--- src/spec_compute_pkg.sv ---
// constants for the speculation and compute operation control bank
`default_nettype none
package spec_compute_pkg;
    // register byte offsets within the bank
    localparam logic [7:0] PLATFORM_CONTROL_OFS  = 8'h0c;
    localparam logic [7:0] COMPUTE_OP_CTRL_OFS   = 8'h40;
    // platform control fields
    localparam int         SPEC_DISABLE_BIT      = 15;
    localparam int         DATA_SPEC_ENABLE_BIT  = 14;
    // compute operation control fields
    localparam int         WAKE_ON_IRQ_BIT       = 2;
    localparam int         COMPUTE_ACK_BIT       = 1;
    localparam int         COMPUTE_REQUEST_BIT   = 0;
    // reset values
    localparam logic       SPEC_DISABLE_RST      = 1'b0;
    localparam logic       DATA_SPEC_ENABLE_RST  = 1'b0;
    localparam logic       WAKE_ON_IRQ_RST       = 1'b0;
    localparam logic       COMPUTE_REQUEST_RST   = 1'b0;
    // handshake state with the power logic
    typedef enum logic [1:0] {
        CPO_IDLE     = 2'b00,
        CPO_ENTERING = 2'b01,
        CPO_ACTIVE   = 2'b11,
        CPO_EXITING  = 2'b10
    } cpo_state_t;
endpackage
`default_nettype wire

--- src/spec_compute_ctrl.sv ---
// register bank for flash speculation and compute operation control
`timescale 1ns/10ps
`default_nettype none
module spec_compute_ctrl
    import spec_compute_pkg::*;
(
    input  wire logic        mclk,
    input  wire logic        rstn,
    input  wire logic [7:0]  avs_address,
    input  wire logic        avs_read,
    input  wire logic        avs_write,
    input  wire logic [31:0] avs_writedata,
    input  wire logic [3:0]  avs_byteenable,
    output logic      [31:0] avs_readdata,
    output logic             avs_waitrequest,
    output logic      [1:0]  avs_response,
    input  wire logic        vector_fetch,
    input  wire logic        entry_done,
    input  wire logic        exit_done,
    output logic             instr_spec_en,
    output logic             data_spec_en,
    output logic             compute_req_out
);

    // bus slave: one wait cycle, then answer with waitrequest low
    logic        ack_q, ack_d;
    logic [31:0] rdata_q, rdata_d;
    logic [1:0]  resp_q, resp_d;
    logic        spec_disable_q, spec_disable_d;
    logic        data_spec_enable_q, data_spec_enable_d;
    logic        wake_on_irq_q, wake_on_irq_d;
    logic        compute_request_q, compute_request_d;
    logic        instr_spec_q, instr_spec_d;
    logic        data_spec_q, data_spec_d;
    cpo_state_t  state_q, state_d;
    logic        req_active;
    logic        wr_go;
    logic        hit_plat;
    logic        hit_cpo;

    assign req_active = (avs_read | avs_write) & ~ack_q;
    // commit in the answer cycle, the edge the master sees waitrequest low
    assign wr_go      = avs_write & ack_q;
    assign hit_plat   = avs_address == PLATFORM_CONTROL_OFS;
    assign hit_cpo    = avs_address == COMPUTE_OP_CTRL_OFS;

    always_comb
    begin
        ack_d   = req_active;
        rdata_d = 32'h0000_0000;
        resp_d  = 2'h0;
        if (req_active)
        begin
            if (hit_plat)
            begin
                rdata_d[SPEC_DISABLE_BIT]     = spec_disable_q;
                rdata_d[DATA_SPEC_ENABLE_BIT] = data_spec_enable_q;
            end
            else if (hit_cpo)
            begin
                rdata_d[WAKE_ON_IRQ_BIT]     = wake_on_irq_q;
                rdata_d[COMPUTE_ACK_BIT]     = state_q == CPO_ACTIVE
                                             || state_q == CPO_EXITING;
                rdata_d[COMPUTE_REQUEST_BIT] = compute_request_q;
            end
            else
            begin
                // unmapped words answer slave error, writes dropped
                resp_d = 2'h2;
            end
        end
    end

    always_ff @(posedge mclk or negedge rstn)
    begin
        if (!rstn)
        begin
            ack_q   <= 1'b0;
            rdata_q <= 32'h0000_0000;
            resp_q  <= 2'h0;
        end
        else
        begin
            ack_q   <= ack_d;
            rdata_q <= rdata_d;
            resp_q  <= resp_d;
        end
    end

    assign avs_readdata = rdata_q;
    assign avs_response = resp_q;

    logic wait_q;
    always_ff @(posedge mclk or negedge rstn)
    begin
        if (!rstn)
            wait_q <= 1'b1;
        else
            wait_q <= ~req_active;
    end
    assign avs_waitrequest = wait_q;

    // control registers; writes take effect at the answer edge
    always_comb
    begin
        spec_disable_d     = spec_disable_q;
        data_spec_enable_d = data_spec_enable_q;
        wake_on_irq_d      = wake_on_irq_q;
        compute_request_d  = compute_request_q;
        if (wr_go && hit_plat && avs_byteenable[1])
        begin
            spec_disable_d     = avs_writedata[SPEC_DISABLE_BIT];
            data_spec_enable_d = avs_writedata[DATA_SPEC_ENABLE_BIT];
        end
        if (wr_go && hit_cpo && avs_byteenable[0])
        begin
            // ack bit in the write data is ignored
            wake_on_irq_d     = avs_writedata[WAKE_ON_IRQ_BIT];
            compute_request_d = avs_writedata[COMPUTE_REQUEST_BIT];
        end
        // vector fetch wins over a same-cycle software set
        if (wake_on_irq_q && vector_fetch)
            compute_request_d = 1'b0;
    end

    always_ff @(posedge mclk or negedge rstn)
    begin
        if (!rstn)
        begin
            spec_disable_q     <= SPEC_DISABLE_RST;
            data_spec_enable_q <= DATA_SPEC_ENABLE_RST;
            wake_on_irq_q      <= WAKE_ON_IRQ_RST;
            compute_request_q  <= COMPUTE_REQUEST_RST;
        end
        else
        begin
            spec_disable_q     <= spec_disable_d;
            data_spec_enable_q <= data_spec_enable_d;
            wake_on_irq_q      <= wake_on_irq_d;
            compute_request_q  <= compute_request_d;
        end
    end

    // speculation outputs
    always_comb
    begin
        instr_spec_d = ~spec_disable_q;
        data_spec_d  = ~spec_disable_q & data_spec_enable_q;
    end

    always_ff @(posedge mclk or negedge rstn)
    begin
        if (!rstn)
        begin
            instr_spec_q <= 1'b1;
            data_spec_q  <= 1'b0;
        end
        else
        begin
            instr_spec_q <= instr_spec_d;
            data_spec_q  <= data_spec_d;
        end
    end

    assign instr_spec_en   = instr_spec_q;
    assign data_spec_en    = data_spec_q;
    assign compute_req_out = compute_request_q;

    // entry/exit handshake with power logic
    always_comb
    begin
        state_d = state_q;
        case (state_q)
            CPO_IDLE:
                if (compute_request_q)
                    state_d = CPO_ENTERING;
            CPO_ENTERING:
                if (entry_done)
                    state_d = CPO_ACTIVE;
            CPO_ACTIVE:
                if (!compute_request_q)
                    state_d = CPO_EXITING;
            CPO_EXITING:
                if (exit_done)
                    state_d = CPO_IDLE;
            default:
                state_d = CPO_IDLE;
        endcase
    end

    always_ff @(posedge mclk or negedge rstn)
    begin
        if (!rstn)
            state_q <= CPO_IDLE;
        else
            state_q <= state_d;
    end
endmodule
`default_nettype wire

--- config.mk ---
export PLATFORM = sky130hd
export DESIGN_NAME = spec_compute_ctrl
export DESIGN_NICKNAME = d
export VERILOG_FILES = /design/src/spec_compute_pkg.sv /design/src/spec_compute_ctrl.sv
export SDC_FILE = /design/constraint.sdc
export NUM_CORES = 1
export LEC_CHECK = 0
export ABC_AREA = 1
export BUFFER_PORTS_ARGS = -buffer_cell sky130_fd_sc_hd__buf_4
export CORE_AREA = 2 2 53 55
export DETAILED_ROUTE_END_ITERATION = 8
export DIE_AREA = 0 0 55 57
export GPL_TIMING_DRIVEN = 0
export PLACE_DENSITY = 0.8
export SLEW_MARGIN = 10
export SYNTH_ARGS = -nofsm -noshare
export SYNTH_HDL_FRONTEND = slang
export SYNTH_SLANG_ARGS = --single-unit
--- constraint.sdc ---
create_clock -name mclk -period 1.92 [get_ports mclk]
set_input_delay 0.384 -clock mclk [delete_from_list [all_inputs] [get_ports mclk]]
set_output_delay 0.384 -clock mclk [all_outputs]
set_load 0.03 [all_outputs]
Word level (Yosys, flattened, before mapping):

Cells that the tools add are included.

* logic and storage cells: 51
* input bits: 51
* output and inout bits: 38
* register bits: 17

* reductions and logical operators: 9
* muxes and demuxes: 15
* bitwise operators: 7
* equal/unequal tests: 9

Operators with widths (number)
* two-way mux 2 bit: 9
* two-way mux 3 bit: 3
* == test 8 x 4 -> 1 bit, second input constant: 1
* == test 8 x 7 -> 1 bit, second input constant: 1
* inequality test 2 bit, second input constant: 4
* case mux 2 bit (4 select lines): 1
* logical AND 1 bit: 5
* == test 2 bit, second input constant: 2
* AND reduction 4 bit: 1
* bitwise AND 1 bit: 3
* NOT 1 bit: 3
* == test 2 x 1 -> 1 bit, second input constant: 1
* zero test 2 bit: 1
* two-way mux 1 bit: 2
* nonzero test 2 bit: 1
* logical OR 1 bit: 1
* OR 1 bit: 1

Logic depth before layout (Yosys ltp):

* word-level depth: 5
* mapped depth: 7
* mapped depth without buffers: 7

Worst setup path before layout:

Ideal clock, no wire load.

* path type: register to register
* from: register compute_request_q, in the netlist compute_req_out
* to: register state_q[1]
* buffers on the path: 0
* clock period less this slack: 1089 ps
* library setup time: 123 ps
* cell stages (with the launch flop): 5
* path slack: 831 ps
* arrival time: 966 ps
* path through: dfrtp_1 nand2_1 and2_1 o21ai_0 nand2_1

* cells in the longest elaborated chain, start to end: 2
* elaborated cells between the ends (all ways): 3

RTL lines
* start, declared: RTL line spec_compute_ctrl.sv:32 `logic compute_request_q, compute_request_d;`
* start signal, assigned: RTL line spec_compute_ctrl.sv:140 `compute_request_q <= compute_request_d;`
* inequality test 2 bit (no source line)
* AND reduction 4 bit (no source line) *
* end signal, assigned: RTL line spec_compute_ctrl.sv:196 `state_q <= state_d;`
* end, declared: RTL line spec_compute_ctrl.sv:35 `cpo_state_t state_q, state_d;`

Every way passes the cells marked *; elsewhere a longest branch is shown, timed or not.
A chain may end at the register's enable or synchronous reset.

Final worst setup path:

* from: register wait_q, in the netlist avs_waitrequest
* to: output port avs_waitrequest

RTL lines
* start, declared: RTL line spec_compute_ctrl.sv:93 `logic wait_q;`
* start signal, assigned: RTL line spec_compute_ctrl.sv:99 `wait_q <= ~req_active;`
* end, declared: RTL line spec_compute_ctrl.sv:15 `output logic avs_waitrequest,`

No word-level cell between the ends.

==> impl_metrics.toml <==
[job]
max_cap_viol_count = 0

[global_routing]
grt_usage_pct = 11.3
grt_pass1_vias = 653
use_met2_pct = 19.6
met3_usage_pct = 0.785
grt_max_degree = 17
top_usage_layer = "met2"
grt_use_met1_pct = 11.0
grt_overflow = 0
grt_first_pass_wirelength_mm = 2.45
antenna_found_initial = 0

[cts]
cts_root_buffer = "clkbuf_4"
cts_setup_buffers = 0
clock_tree.buffer_depth = 2
cts_tree = "done"
cts.sinks = 16
clk_latency_ns = 0.28
htree_levels = 1
cts_made_buffers = 3
path_clk_slew_ns = 0.08

[yosys]
synthTopCellsByArea = "dfrtp_1, buf_4, nand2_1"
synthDistinctLibCells = 17
yosysWarnings = 0
ys_ff_latch = 16
syn_avg_cell_area_um2 = 8.51
synth_top_family_by_area = "buffers and inverters"
synth-edff-count = 0
yosys.area_share.simple_pct = 26.0
async_flop_share_pct = 100
synthCells = 109
synth_top_area_share_pct = 37.8
synth_common_cells = "buf_4, nand2_1, dfrtp_1, nor2_1, inv_1"
muxShareOfSynthArea_pct = 0
synth_compound_area_share_pct = 2.56
synth_xor_area_share_pct = 0
yosysTopAreaCell = "dfrtp_1"
ys_seq_area_share_pct = 43.5
synth_flop_cell = "dfrtp_1"
synth_fa_ha_area_share_pct = 0
netlist_area_um2 = 927
synth.most_common_cell = "buf_4"

[routing]
drc = 0
wl_per_cell_um = 7.80
first_iter_violations = 11
routed_wl_mm = 1.58
via_per_inst = 3.65
vias = 737
ant_nets = 0
firstDrtPassIters = 4

[critical_path]
slowest_delay_ns = 0.52
cp_num_buf_inv = 1
crit_arrival_ns = 0.95
critPathLaunchType = "register"
criticalPathCategory = "reg -> out"
crit_path_end_kind = "output port"
worstPathRequired_ns = 1.54
worstPathMaxFanout = 1
worstPathCellList = "buf_4"
cpMaxStageDelayCell = "dfstp_2"
cp_top_family = "flip-flops"

[power_and_ir_drop]
share_seq_of_total_power_pct = 47.5
p_per_area_nw_per_um2 = 596
switching_share_pct = 32.1
clock_power_share_pct = 22.8
netSwitchingPower_uw = 254
combPwrFrac_pct = 29.7
leakagePower_nw = 0.780
intPower_uw = 538
report.power.total_uw = 792
vdd_drop_max_mv = 0.343

[layout]
area.growth.synth_to_final_pct = 43.3
layout-drive-gt1-share_pct = 43.9
nets = 223
diodes = 0

[placement]
port_buffers = 30
dp_hpwl_mm = 1.36
place.gp.congestion = 0.706

[timing]
rsz0062_at_grt = "false"
period_share_pct = 69.4
min_period_ns = 1.33
drv_slew = 0
hold_viol = 0
setup_viol = 0
setup_tns_ns = 0
fin_skew_ns = 0.00844
fmax_mhz = 750

[worst_hold_path]
hp-class = "in -> reg"

[floorplan]
ioPinCount = 89
start_util_pct = 35.5
dieHeight_um = 57
dieArea_um2 = 3140
row_count = 19
die_w_um = 55
core_area_um2 = 2620

[outcome]
status = "finished clean"
==> routing by layer <==
layer / routed length (um) / share of wire, %
met5: 0 / 0
met4: 61 / 3.9
met1: 544 / 35
met3: 153 / 9.7
met2: 816 / 52
==> power by group through the flow <==
| stage | clock network (mW) | registers [mW] | logic [mW] |
|---|---|---|---|
| floorplan | 0 | 0.391 | 0.161 |
| global placement | 0 | 0.380 | 0.229 |
| detailed placement | 0 | 0.383 | 0.234 |
| CTS | 0.186 | 0.377 | 0.236 |
| global route | 0.202 | 0.380 | 0.253 |
| finish | 0.181 | 0.376 | 0.235 |
==> kinds of logic after synthesis <==
logic type             Yosys count
and+or+nand+nor                 50
buffers and inverters           40
AOI/OAI and AO/OA                2
DFF                             16
other                            1
==> what timing repair did <==
item                                    4_1_cts  5_1_grt
hold buffers                                  1        0
endpoints found under the hold margin        14        0
resized for setup                             0        0
endpoints found under the setup margin        0        0
==> worst paths after layout <==
check | from | to | slack (ns) | cells past startpoint
min in group asynchronous | rstn | state_q[1]$_DFFE_PN0P_ | 0.48 | 2
worst min-delay path | avs_write | avs_waitrequest$_DFF_PN1_ | 0.29 | 2
max in group asynchronous | rstn | instr_spec_en$_DFF_PN1_ | 1.19 | 2
worst max-delay path | avs_waitrequest$_DFF_PN1_ | avs_waitrequest | 0.59 | 1
worst max register to register | ack_q$_DFF_PN0_ | compute_req_out$_DFFE_PN0P_ | 0.92 | 5
worst min register to register | spec_disable_q$_DFFE_PN0P_ | instr_spec_en$_DFF_PN1_ | 0.46 | 1
==> per-stage QoR <==
step	cells	hold WS, ns	utilization [%]	instance area, um2	setup slack, ns
final	202	0.287	50.8	1330	0.587
after global routing	202	0.277	50.8	1330	0.540
after CTS	202	0.283	50.8	1330	0.570
after detailed placement	197	0.249	49.4	1290	0.713
after global placement	197	0.246	49.4	1290	0.721
after floorplan	136	0.0884	-	1030	0.831
==> registers in the layout, summed over array words and instances, names as in the netlist <==
register and count:
ack_q 1, avs_readdata 5, avs_response 1, avs_waitrequest 1, compute_req_out 1, data_spec_en 1
data_spec_enable_q 1, instr_spec_en 1, spec_disable_q 1, state_q 2, wake_on_irq_q 1
==> area by class of cell <==
class	instances	area (um2)
plain buffers	28	210
clock buffers	4	26.3
fillers	270	1290
inverters	12	45.0
multi-input cells	80	370
flip-flops and latches	16	403
well taps	31	38.8
repair buffers	31	235
==> cell usage in the layout (no fill, tap or decap) <==
master	synthesis	final
o21bai_4	1	1
clkbuf_1	0	1
nand4_1	1	1
nor2_1	12	12
inv_2	1	1
conb_1	1	28
dfrtp_1	14	14
nor3_2	2	2
nand2_1	21	21
nand2_2	3	3
o21ai_0	1	1
buf_4	28	58
nand3_1	5	5
dlygate4sd3_1	0	1
nor2_2	3	3
and2_1	1	1
inv_1	11	11
clkbuf_4	0	3
nor2_4	2	2
dfstp_2	2	2
Power figures use the tool's default switching activity.
